File: config.mk
export PLATFORM = sky130hd
export DESIGN_NAME = cspr_regs
export DESIGN_NICKNAME = d
export VERILOG_FILES = /design/src/hdl/cspr_regs.v
export VERILOG_INCLUDE_DIRS = /design/src /design/src/hdl
export SDC_FILE = /design/constraint.sdc
export NUM_CORES = 1
export LEC_CHECK = 0
export CAP_MARGIN = 10
export CORE_MARGIN = 10
export CORE_UTILIZATION = 28
export CTS_BUF_LIST = sky130_fd_sc_hd__clkbuf_16
export CTS_CLUSTER_DIAMETER = 80
export DETAILED_ROUTE_END_ITERATION = 12
export DONT_BUFFER_PORTS = 1
export HOLD_SLACK_MARGIN = 0.12
export SLEW_MARGIN = 15
export SYNTH_ARGS = -nofsm -noshare
export SYNTH_HDL_FRONTEND = slang
export SYNTH_SLANG_ARGS = --single-unit
File: constraint.sdc
create_clock -name clk_in -period 3.38 [get_ports clk_in]
set_input_delay 0.338 -clock clk_in [delete_from_list [all_inputs] [get_ports clk_in]]
set_output_delay 0.338 -clock clk_in [all_outputs]
set_load 0.005 [all_outputs]
File: src/hdl/cspr_defs.vh
`ifndef CSPR_DEFS_VH
`define CSPR_DEFS_VH
// indirect port addresses on the serial control bus
`define CSPR_IA_ADDR        8'h6c
`define CSPR_ID_ADDR        8'h6d
// indirect register offsets
`define CSPR_OFS_RAW        8'h09
`define CSPR_OFS_EN0        8'h13
`define CSPR_OFS_EN1        8'h14
`define CSPR_OFS_PASS       8'h16
`define CSPR_OFS_VC         8'h2e
// field positions
`define CSPR_RAW_BIT        4
`define CSPR_REGCTL_BIT     7
`define CSPR_EN_HI          5
`define CSPR_PASS_G3_BIT    2
`define CSPR_PASS_G0_BIT    1
`define CSPR_VC_HI          7
`define CSPR_VC_LO          6
// reset values
`define CSPR_RST_RAW        8'h00
`define CSPR_RST_EN0        6'h3f
`define CSPR_RST_EN1        6'h00
`define CSPR_RST_PASS_HI    5'h02
`define CSPR_RST_ROUTE      2'h1
`define CSPR_RST_VC         2'h0
// offset pointer after reset
`define CSPR_RST_PTR        8'h00
// register-control bits after reset
`define CSPR_RST_CTL        1'b0
`define CSPR_EN_ALL         6'h3f
`endif

File: src/hdl/cspr_regs.v
// Function
// - raw alignment bit picks lsb or msb
// - register-control bit on top, reset zero
// - port 0 enable field resets to 3f
// - port 1 enable field resets to 00
// - route bit 2 drives pass on pin 3
// - route bit 1 drives pin 0, default
// - bit 0 reads pass; upper bits 02
// - vc field stamps packet header channel
// - host uses address then data port
`timescale 1ns/1ps
`default_nettype none
`include "cspr_defs.vh"

module cspr_regs (
  input  wire        clk_in,            // device clock, 100 MHz
  input  wire        rst_n_in,          // async digital reset
  input  wire        bus_wr_in,         // serial bus write strobe
  input  wire        bus_rd_in,         // serial bus read strobe
  input  wire [7:0]  bus_addr_in,       // serial bus register address
  input  wire [7:0]  bus_wdata_in,      // serial bus write data
  input  wire        pass_in,           // pass indication from video path
  output reg  [7:0]  bus_rdata_out,     // read data, registered
  output reg         raw_msb_out,       // raw samples on msbs
  output reg         port0_reg_ctl_out, // port 0 under register control
  output reg  [5:0]  port0_enable_out,  // port 0 lane enables
  output reg         port1_reg_ctl_out, // port 1 under register control
  output reg  [5:0]  port1_enable_out,  // port 1 lane enables
  output reg         general_pin_3_out, // pass seen on pin 3
  output reg         general_pin_3_oe_out, // pin 3 driven
  output reg         general_pin_0_out, // pass seen on pin 0
  output reg         general_pin_0_oe_out, // pin 0 driven
  output reg  [1:0]  vc_id_out          // header virtual channel
);

  // --------------------------------------------------------------
  // storage
  // --------------------------------------------------------------
  reg [7:0] indirect_address_port_r; // offset pointer
  reg       raw_align_r;             // raw placement
  reg       en0_ctl_r;               // port 0 control
  reg [5:0] en0_field_r;             // port 0 field
  reg       en1_ctl_r;               // port 1 control
  reg [5:0] en1_field_r;             // port 1 field
  reg [1:0] route_r;                 // {pin3, pin0} routing
  reg [1:0] vc_r;                    // virtual channel
  reg [7:0] rd_nxt;                  // mux of read data

  // --------------------------------------------------------------
  // reset constants
  // --------------------------------------------------------------
  // whole alignment register default, only one bit of it is stored
  localparam [7:0] RAW_RST   = `CSPR_RST_RAW;
  // routing default, pin 0 carries pass after reset
  localparam [1:0] ROUTE_RST = `CSPR_RST_ROUTE;

  // --------------------------------------------------------------
  // bus decode
  // --------------------------------------------------------------
  // write into address port moves the offset pointer
  wire addr_wr = bus_wr_in && (bus_addr_in == `CSPR_IA_ADDR);
  // write into data port hits the pointed register
  wire data_wr = bus_wr_in && (bus_addr_in == `CSPR_ID_ADDR);

  // --------------------------------------------------------------
  // register writes
  // --------------------------------------------------------------
  // reserved bits are never stored, so rmw cannot disturb them
  // writes skip reserved bits
  always @(posedge clk_in or negedge rst_n_in) begin
    if (!rst_n_in) begin
      // offset pointer clears
      indirect_address_port_r <= `CSPR_RST_PTR;
      raw_align_r             <= RAW_RST[`CSPR_RAW_BIT];
      en0_ctl_r               <= `CSPR_RST_CTL;
      en0_field_r             <= `CSPR_RST_EN0;
      en1_ctl_r               <= `CSPR_RST_CTL;
      en1_field_r             <= `CSPR_RST_EN1;
      route_r                 <= `CSPR_RST_ROUTE;
      vc_r                    <= `CSPR_RST_VC;
    end else begin
      if (addr_wr) begin
        indirect_address_port_r <= bus_wdata_in;
      end
      if (data_wr) begin
        case (indirect_address_port_r)
          `CSPR_OFS_RAW: begin
            raw_align_r <= bus_wdata_in[`CSPR_RAW_BIT];
          end
          `CSPR_OFS_EN0: begin
            en0_ctl_r   <= bus_wdata_in[`CSPR_REGCTL_BIT];
            en0_field_r <= bus_wdata_in[`CSPR_EN_HI:0];
          end
          `CSPR_OFS_EN1: begin
            en1_ctl_r   <= bus_wdata_in[`CSPR_REGCTL_BIT];
            en1_field_r <= bus_wdata_in[`CSPR_EN_HI:0];
          end
          `CSPR_OFS_PASS: begin
            route_r <= bus_wdata_in[`CSPR_PASS_G3_BIT:`CSPR_PASS_G0_BIT];
          end
          `CSPR_OFS_VC: begin
            vc_r <= bus_wdata_in[`CSPR_VC_HI:`CSPR_VC_LO];
          end
          default: begin
            // unmapped offsets ignore writes
          end
        endcase
      end
    end
  end

  // --------------------------------------------------------------
  // read mux
  // --------------------------------------------------------------
  // combinational select; the read strobe gates it at the output flop
  always @* begin
    // default covers every address outside the port pair
    rd_nxt = 8'h00;
    if (bus_addr_in == `CSPR_IA_ADDR) begin
      rd_nxt = indirect_address_port_r;
    end else if (bus_addr_in == `CSPR_ID_ADDR) begin
      case (indirect_address_port_r)
        `CSPR_OFS_RAW: begin
          rd_nxt = {3'h0, raw_align_r, 4'h0};
        end
        `CSPR_OFS_EN0: begin
          rd_nxt = {en0_ctl_r, 1'b0, en0_field_r};
        end
        `CSPR_OFS_EN1: begin
          rd_nxt = {en1_ctl_r, 1'b0, en1_field_r};
        end
        `CSPR_OFS_PASS: begin
          rd_nxt = {`CSPR_RST_PASS_HI, route_r, pass_in};
        end
        `CSPR_OFS_VC: begin
          rd_nxt = {vc_r, 6'h00};
        end
        // unmapped offsets read zero
        default: begin
          rd_nxt = 8'h00;
        end
      endcase
    end else begin
      // other serial bus addresses belong elsewhere
      rd_nxt = 8'h00;
    end
  end

  // --------------------------------------------------------------
  // output flops
  // --------------------------------------------------------------
  // read data stands one cycle after the strobe and idles at zero,
  // so a host that samples late sees zero rather than a stale value
  always @(posedge clk_in or negedge rst_n_in) begin
    if (!rst_n_in) begin
      bus_rdata_out <= 8'h00;
    end else if (bus_rd_in) begin
      bus_rdata_out <= rd_nxt;
    end else begin
      // idle between reads
      bus_rdata_out <= 8'h00;
    end
  end

  // --------------------------------------------------------------
  // control output flops
  // --------------------------------------------------------------
  // one cycle behind the stored fields; the video path sees a write
  // two edges after the data-port strobe
  always @(posedge clk_in or negedge rst_n_in) begin
    if (!rst_n_in) begin
      raw_msb_out       <= RAW_RST[`CSPR_RAW_BIT];
      port0_reg_ctl_out <= `CSPR_RST_CTL;
      port0_enable_out  <= `CSPR_RST_EN0;
      port1_reg_ctl_out <= `CSPR_RST_CTL;
      port1_enable_out  <= `CSPR_RST_EN1;
      vc_id_out         <= `CSPR_RST_VC;
    end else begin
      raw_msb_out       <= raw_align_r;
      port0_reg_ctl_out <= en0_ctl_r;
      port0_enable_out  <= en0_field_r;
      port1_reg_ctl_out <= en1_ctl_r;
      port1_enable_out  <= en1_field_r;
      vc_id_out         <= vc_r;
    end
  end

  // --------------------------------------------------------------
  // pass pin flops
  // --------------------------------------------------------------
  // pass reaches a pin one cycle late; both routes may be on at once,
  // and each pin is driven only while its route bit is set
  always @(posedge clk_in or negedge rst_n_in) begin
    if (!rst_n_in) begin
      general_pin_3_out    <= 1'b0;
      general_pin_3_oe_out <= ROUTE_RST[1];
      general_pin_0_out    <= 1'b0;
      general_pin_0_oe_out <= ROUTE_RST[0];
    end else begin
      general_pin_3_out    <= route_r[1] & pass_in;
      general_pin_3_oe_out <= route_r[1];
      general_pin_0_out    <= route_r[0] & pass_in;
      general_pin_0_oe_out <= route_r[0];
    end
  end

endmodule // cspr_regs
`default_nettype wire

==> results_dict.tcl, run 1 <==
set metrics [dict create \
    hp-class "in -> reg" \
    drive_gt1_share_pct 28.8 \
    post-cts-setup-buffers 0 \
    max-vdd-ir-drop_mv 0.200 \
    syn_to_final_growth_pct 12.4 \
    worstPathArrival_ns 2.26 \
    num_vias 1234 \
    grt_max_degree 57 \
    grt-ovfl-total 0 \
    period_share_pct 61.7 \
    ys_seq_area_share_pct 63.8 \
    grt_usage_pct 8.22 \
    coreArea_sq_um 7730 \
    clk_latency_ns 0.29 \
    ios 50 \
    drt_iter0_markers 68 \
    antenna_cells 0 \
    cts_buffers 5 \
    io_buffers 0 \
    crit_chain "nor4_4, and3_1, mux2_1" \
    hold_viol 0 \
    dp_slack_ns 1.33 \
    slew_headroom_pct 59.1 \
    numClockSinks 56 \
    tightest_slew_ns 0.609 \
    clockRootBuffer "clkbuf_16" \
    initial_core_util_pct 28.8 \
    cts_max_level 2 \
    clock_path_buffers 2 \
    yosys.area.top_type "dfrtp_1" \
    final.setup.tns_ns 0 \
    cp.buffers_inverters 0 \
    grt_antenna_before_repair 0 \
    grt_pass1_vias 1236 \
    drc 0 \
    outcome "completed" \
    synth_top_area_share_pct 47.2 \
    cpPeakStageDelay_ns 0.62 \
    cts_hold_buffers 2 \
    fin_ws_ns 1.30 \
    syn_inst 149 \
    max_cap_violations 0 \
    fp-row-count 32 \
    fin_cells 255 \
    timing_worst_setup_path_type "reg -> reg" \
    endpoint_kind "flop" \
    grt_first_pass_wirelength_um 7450 \
    die_h_um 109 \
    netlist_area_sq_um 2220 \
    ys_ff_latch 56 \
    finalMaxSlewViolations 0 \
    synth_edf_count 0 \
    cp_max_fo 10 \
    synth.distinct_cells 33 \
    power_density_nw_per_um2 486 \
    fin_crit_ns 2.08 \
    crit_path_start_kind "flop" \
    die_width_um 109 \
    crit_family "simple AND/OR/NAND/NOR gates" \
    wirelength_um 4820 \
    synth.avg_cell_area_sq_um 14.9 \
    final_antenna_net_count 0 \
    tritoncts "yes" \
    fmax_ghz 0.480 \
    final_common_cell "dfrtp_1" \
    cp.required_ns 3.55 \
    async_flop_share_pct 100 \
    via_per_inst 4.84 \
    synthFlopType "dfrtp_1" \
    nNetsFinal 173 \
    drt_pass1_iterations 6 \
    globalplace.congestion 0.763 \
    wire_per_inst_um 18.9 \
    place_inst 245 \
    setup_viol 0 \
    dieArea_sq_um 11900 \
    cts-resized-gates 0 \
    synthTopCellsByArea "dfrtp_1 (47%), dfstp_2 (17%), mux2_1 (6.6%)" \
    synthesis.nets 170 \
    yosys_warnings 0 \
    cts.clk_slew.worst_paths_ns 0.07 \
    p_leak_nw 1.11 \
    final.setup_skew_ns 0.00593 \
    critPathSlowestCell "nor4_4" \
    final_cell_mix "dfrtp_1 (42), dfstp_2 (14), mux2_1 (13)" \
    rsz0062_at_grt "false" \
    dp_hpwl_um 3430 \
]
power by group:
part           total, mW  leakage [nW]  internal [mW]  switching (mW)
registers          0.684         0.730          0.675         0.00843
logic             0.0377         0.309         0.0152          0.0224
clock network      0.495        0.0687          0.270           0.225
total               1.22          1.11          0.960           0.256
flip-flops by register name, summed over array words and instances, names as in the netlist, 2 cells and up:
name	flops
vc_r	2
port1_enable_out	6
route_r	2
en1_field_r	6
port0_enable_out	6
en0_field_r	6
bus_rdata_out	8
vc_id_out	2
indirect_address_port_r	8
metrics by stage:
| stage | hold slack, ns | power (mW) | cell area (sq um) | utilization (%) |
|---|---|---|---|---|
| 2_1_floorplan | 0.0424 | 0.716 | 2220 | - |
| 3_3_place_gp | 0.0445 | 0.716 | 2320 | 30.1 |
| 3_5_place_dp | 0.0442 | 0.717 | 2320 | 30.1 |
| 4_1_cts | 0.130 | 1.23 | 2500 | 32.4 |
| 5_1_grt | 0.128 | 1.26 | 2500 | 32.4 |
| 6_report | 0.133 | 1.22 | 2500 | 32.4 |
worst paths after layout:
path | start | end | slack, ns | depth (start not counted)
setup / recovery | indirect_address_port_r[5]$_DFFE_PN0P_ | en1_field_r[3]$_DFFE_PN0P_ | 1.30 | 3
hold / removal | bus_addr_in[0] | bus_rdata_out[4]$_DFF_PN0_ | 0.13 | 1
setup reg to reg | indirect_address_port_r[5]$_DFFE_PN0P_ | en1_field_r[3]$_DFFE_PN0P_ | 1.30 | 3
hold reg to reg | en0_field_r[2]$_DFFE_PN1P_ | port0_enable_out[2]$_DFF_PN1_ | 0.37 | 0
max in group asynchronous | rst_n_in | en0_field_r[3]$_DFFE_PN1P_ | 2.51 | 2
min in group asynchronous | rst_n_in | bus_rdata_out[2]$_DFF_PN0_ | 0.58 | 2
synthesized netlist by cell type, types with 3 or more instances:
cell        n
a21oi_1     6
a22o_1      3
buf_2       3
dfrtp_1    42
dfstp_2    14
mux2_1     13
mux2_2     11
mux2_4      3
mux2i_1     3
nand2_1     3
nand2b_1    9
nand3_1     6
nor2_1      4
o2bb2ai_1   4
logic make-up after synthesis:
group / Yosys count / synth area share, %
flip-flops: 56 / 63.8
AND/OR/NAND/NOR: 39 / 13.5
buffers and inverters: 7 / 1.52
AO/OA/AOI/OAI: 17 / 5.68
multiplexers: 30 / 15.5
metal layers:
layer  up-vias  routed length, um  GRT usage, %
met4         0                 66          3.11
met5         -                  0             0
met3         8                455          3.78
met2        33               2350          12.6
li1        548                  -             -
met1       645               1950          9.84
cell type report:
| type | instances | area, sq um |
|---|---|---|
| inverters | 1 | 3.75 |
| clock inverters | 3 | 15.0 |
| well taps | 102 | 128 |
| fillers | 742 | 5230 |
| repair buffers | 2 | 37.5 |
| flip-flops and latches | 56 | 1420 |
| multi-input cells | 86 | 772 |
| clock buffers | 5 | 125 |
(Power assumes the default switching activity.)
==> inputs of run 2 (changes only) <==
Clock period 3.38 ns to 2.05 ns, I/O delays scaled along.
==> run 2 against run 1 <==
  * Setup slack lost 1.0 ns
  * Global-route usage grew 0.37 points
  * Wire length grew 2.5%
  * Highest routed layer unchanged
  * Critical path depth grew 1
  * Combinational power grew to 2.5 times the previous value
  * Final cell count grew 5.5%
  * Hold slack lost 0.016 ns
==> results_dict.tcl, run 2 (synthesis results as in run 1) <==
set metrics [dict create \
    cts-resized-gates 0 \
    final_cell_mix "dfrtp_1 (42), dfstp_2 (14), mux2_1 (13)" \
    tritoncts "yes" \
    grt_usage_pct 8.59 \
    clock_power_share_pct 43.5 \
    largestRegisters "bus_rdata_out: 8 flops, indirect_address_port_r: 8 flops" \
    cts.clk_slew.worst_paths_ns 0.07 \
    cp.required_ns 2.23 \
    grt_pass1_vias 1355 \
    final_area_sq_um 2650 \
    cp_max_fo 4 \
    initial_core_util_pct 28.8 \
    dpl_cell_area_sq_um 2350 \
    drc 0 \
    pwr-share-comb_pct 4.4 \
    p_total_mw 2.16 \
    worst_r2r_path_depth 4 \
    post-cts-setup-buffers 0 \
    grt-ovfl-total 0 \
    coreArea_sq_um 7730 \
    cts_buffers 5 \
    p_sw_share_pct 20.2 \
    drt_pass1_iterations 4 \
    antenna_cells 0 \
    final.setup_skew_ns 0.00497 \
    numClockSinks 56 \
    clockRootBuffer "clkbuf_16" \
    die_h_um 109 \
    globalplace.congestion 0.744 \
    final_common_cell "dfrtp_1" \
    io_buffers 0 \
    wirelength_um 4950 \
    tightest_slew_ns 0.524 \
    drive_gt1_share_pct 28.7 \
    regArea_sq_um 1420 \
    fin_crit_ns 1.77 \
    power_density_nw_per_um2 814 \
    multi_input_area_sq_um 772 \
    crit_path_start_kind "flop" \
    p_switching_mw 0.436 \
    period_share_pct 86.4 \
    outcome "completed" \
    sequentialPowerShare_pct 52.1 \
    max-vdd-ir-drop_mv 0.421 \
    setup_viol 0 \
    max_cap_violations 0 \
    ios 50 \
    p_leak_nw 1.18 \
    final_antenna_net_count 0 \
    fmax_ghz 0.565 \
    die_width_um 109 \
    endpoint_kind "flop" \
    clock_path_buffers 2 \
    dieArea_sq_um 11900 \
    slew_headroom_pct 65.0 \
    fin_ws_ns 0.279 \
    grt_first_pass_wirelength_um 7870 \
    fp-row-count 32 \
    grt_max_degree 57 \
    num_vias 1247 \
    dp_slack_ns 0.272 \
    cts_max_level 2 \
    final.setup.tns_ns 0 \
    nNetsFinal 187 \
    worstPathArrival_ns 1.95 \
    via_per_inst 4.64 \
    finalMaxSlewViolations 0 \
    num-fill-cells 755 \
    clk_latency_ns 0.29 \
    syn_to_final_growth_pct 19.2 \
    hp-class "in -> reg" \
    wire_per_inst_um 18.4 \
    internal_power_mw 1.72 \
    drt_iter0_markers 37 \
    holdPathStages 2 \
    dp_hpwl_um 3450 \
    rsz0062_at_grt "false" \
    post-route-util_pct 34.3 \
    hold_viol 0 \
    timing_worst_setup_path_type "reg -> reg" \
    grt_antenna_before_repair 0 \
]
run 2: cell types whose count changed in the layout (fill, tap and decap cells not counted):
cell,delta
bufinv_16,+1
buf_4,+4
dlygate4sd3_1,+10
clkinv_1,+1
inv_1,-1
clkinvlp_4,-1
run 2: power groups by stage:
| stage | logic, mW | registers, mW | clock network (mW) |
|---|---|---|---|
| 2_1_floorplan | 0.0383 | 1.14 | 0 |
| 3_3_place_gp | 0.0416 | 1.14 | 0 |
| 3_5_place_dp | 0.0422 | 1.15 | 0 |
| 4_1_cts | 0.0987 | 1.12 | 0.960 |
| 5_1_grt | 0.106 | 1.13 | 1.01 |
| 6_report | 0.0958 | 1.13 | 0.938 |
run 2: worst paths after layout:
path / startpoint / to / slack, ns
worst max-delay path: indirect_address_port_r[7]$_DFFE_PN0P_ / raw_align_r$_DFFE_PN0P_ / 0.28
worst min-delay path: bus_addr_in[0] / bus_rdata_out[5]$_DFF_PN0_ / 0.12
worst max register to register: indirect_address_port_r[7]$_DFFE_PN0P_ / raw_align_r$_DFFE_PN0P_ / 0.28
worst min register to register: en0_field_r[5]$_DFFE_PN1P_ / port0_enable_out[5]$_DFF_PN1_ / 0.38
max in group asynchronous: rst_n_in / en0_field_r[3]$_DFFE_PN1P_ / 1.33
min in group asynchronous: rst_n_in / general_pin_3_oe_out$_DFF_PN0_ / 0.43
run 2: final cells by class:
class	instances	share of cell area, %
clock buffer	5	4.72
clock inverter	3	1.42
inverter	1	0.142
multi-input combinational	86	29.1
sequential	56	53.5
tap	102	4.81
timing repair buffer	16	6.32
run 2: critical path, stage by stage (launching register included):
cell	delay [ns]
dfrtp_1	0.43
or4b_4	0.58
nor4_4	0.28
nand2_2	0.08
mux2_4	0.30
run 2: metal layers:
metal	track usage, %	routed length [um]	up-vias
met2	13.9	2480	29
met4	2.26	51	0
met5	0	0	-
li1	-	-	568
met3	3.54	351	6
met1	10.3	2070	644
run 2: through the flow:
step,std cells,hold WS [ns]
global route,269,0.133
CTS,269,0.124
finish,269,0.117
global placement,249,-0.0884
floorplan,149,-0.0906
detailed placement,249,-0.0886
run 2: repair_timing:
action                                  in CTS  in global routing
hold buffers                                12                  0
endpoints found under the setup margin       0                  0
hold endpoints to repair                    93                  0
==> inputs of run 3 (changes only) <==
Settings changed: CORE_ASPECT_RATIO from default to 0.8.
==> run 3 against run 2 <==
  * Die area rose by 0.19%
  * Global-route usage is essentially flat
  * Design area fell by 0.80%
  * Non-clock buffer count did not move
  * Sequential cell count is the same
  * Critical path type unchanged
  * Critical endpoint unchanged
  * Largest power group unchanged
==> results_dict.tcl, run 3 (synthesis results as in run 1) <==
set metrics [dict create \
    outcome "completed" \
    crit_family "simple AND/OR/NAND/NOR gates" \
    fp-row-count 28 \
    grt_pass1_vias 1406 \
    p_switching_mw 0.440 \
    ios 50 \
    grt_first_pass_wirelength_um 8070 \
    critPathSlowestCell "or4b_4" \
    endpoint_kind "flop" \
    largestRegisters "bus_rdata_out: 8 flops, indirect_address_port_r: 8 flops" \
    final_cell_mix "dfrtp_1 (42), dfstp_2 (14), mux2_1 (13)" \
    post-cts-setup-buffers 0 \
    final.setup.tns_ns 0 \
    initial_core_util_pct 29.4 \
    rsz0062_at_grt "false" \
    nNetsFinal 187 \
    wirelength_um 4960 \
    grt-ovfl-total 0 \
    antenna_cells 0 \
    cts-resized-gates 0 \
    numClockSinks 56 \
    via_per_inst 4.63 \
    pwr-share-comb_pct 4.7 \
    r2r_slack_ns 0.25 \
    hp-class "in -> reg" \
    cts_buffers 5 \
    setup_viol 0 \
    fin_crit_ns 1.80 \
    clk_latency_ns 0.29 \
    syn_to_final_growth_pct 18.3 \
    globalplace.congestion 0.738 \
    period_share_pct 87.7 \
    tritoncts "yes" \
    drt_pass1_iterations 4 \
    crit_chain "or4b_4, nor4_4, nand2_2, mux2_4" \
    p_leak_nw 1.18 \
    tightest_slew_ns 0.498 \
    worstPathArrival_ns 1.98 \
    clockRootBuffer "clkbuf_16" \
    clock_power_share_pct 40.1 \
    cts_max_level 2 \
    cp_max_fo 4 \
    crit_path_start_kind "flop" \
    timing_worst_setup_path_type "reg -> reg" \
    grt_max_degree 57 \
    dp_hpwl_um 3570 \
    fin_ws_ns 0.252 \
    power_density_nw_per_um2 774 \
    hold_viol 0 \
    dieArea_sq_um 11900 \
    num_vias 1258 \
    fin_cells 272 \
    place_inst 252 \
    drive_gt1_share_pct 28.7 \
    coreArea_sq_um 7570 \
    wire_per_inst_um 18.2 \
    grt_usage_pct 8.55 \
    final_antenna_net_count 0 \
    drt_iter0_markers 95 \
    io_buffers 0 \
    fmax_ghz 0.556 \
    final.setup_skew_ns 0.00290 \
    dp_slack_ns 0.253 \
    max_cap_violations 0 \
    die_width_um 120 \
    cts.clk_slew.worst_paths_ns 0.07 \
    grt_antenna_before_repair 0 \
    drc 0 \
    whs_ns 0.115 \
    max-vdd-ir-drop_mv 0.298 \
    p_total_mw 2.04 \
    die_h_um 99.7 \
    cp.required_ns 2.23 \
    finalMaxSlewViolations 0 \
    cpPeakStageDelay_ns 0.58 \
    clock_path_buffers 2 \
    cp.buffers_inverters 0 \
    slew_headroom_pct 66.7 \
    internal_power_mw 1.60 \
    sequentialPowerShare_pct 55.2 \
    final_common_cell "dfrtp_1" \
    p_sw_share_pct 21.6 \
]
==> run 3: changes by cell type in the layout (fill, tap and decap cells not counted) <==
cell / previous run / this run
bufinv_16: 1 / 0
clkinv_1: 2 / 0
inv_1: 1 / 3
clkinv_2: 0 / 1
==> run 3: routing by layer <==
metal	wire length, um	GRT usage, %	share of wire, %	vias up
li1	-	-	-	571
met1	2130	10.2	43	653
met2	2350	13.5	47	30
met3	449	4.41	9.1	4
met4	29	1.94	0.58	0
met5	0	0	0	-
==> run 3: worst reg2reg max path, cell delays in order, from the launching register on <==
cell,delay (ns)
dfrtp_1,0.43
or4b_4,0.58
nor4_4,0.29
nand2_2,0.09
mux2_4,0.30
==> run 3: path summary, 6_finish.rpt <==
kind,start,end,cells past startpoint
setup / recovery,indirect_address_port_r[7]$_DFFE_PN0P_,raw_align_r$_DFFE_PN0P_,4
hold / removal,bus_addr_in[0],bus_rdata_out[7]$_DFF_PN0_,2
setup reg to reg,indirect_address_port_r[7]$_DFFE_PN0P_,raw_align_r$_DFFE_PN0P_,4
hold reg to reg,en0_field_r[0]$_DFFE_PN1P_,port0_enable_out[0]$_DFF_PN1_,0
max in group asynchronous,rst_n_in,port0_enable_out[3]$_DFF_PN1_,2
min in group asynchronous,rst_n_in,general_pin_0_out$_DFF_PN0_,2
==> run 3: power groups by stage <==
stage,Combinational (mW),Sequential [mW],Clock [mW]
after detailed placement,0.0424,1.15,0
after floorplan,0.0383,1.14,0
after global placement,0.0418,1.14,0
after global routing,0.107,1.13,0.880
final,0.0950,1.13,0.817
after CTS,0.0980,1.13,0.824
==> run 3: area by class of cell <==
type / count / area (sq um)
repair buffers: 16 / 168
multi-input cells: 86 / 772
well taps: 105 / 131
clock buffers: 5 / 125
inverters: 1 / 3.75
fillers: 773 / 4940
flip-flops and latches: 56 / 1420
clock inverters: 3 / 12.5
==> run 3: stage by stage <==
| step | instance area [sq um] | util (%) |
|---|---|---|
| 3_5_place_dp | 2360 | 31.1 |
| 6_report | 2630 | 34.8 |
| 5_1_grt | 2630 | 34.8 |
| 2_1_floorplan | 2220 | - |
| 4_1_cts | 2630 | 34.8 |
| 3_3_place_gp | 2360 | 31.1 |
==> run 3: what timing repair did <==
action	CTS	global route
setup endpoints to repair	0	0
hold buffers	12	0
hold endpoints to repair	93	0
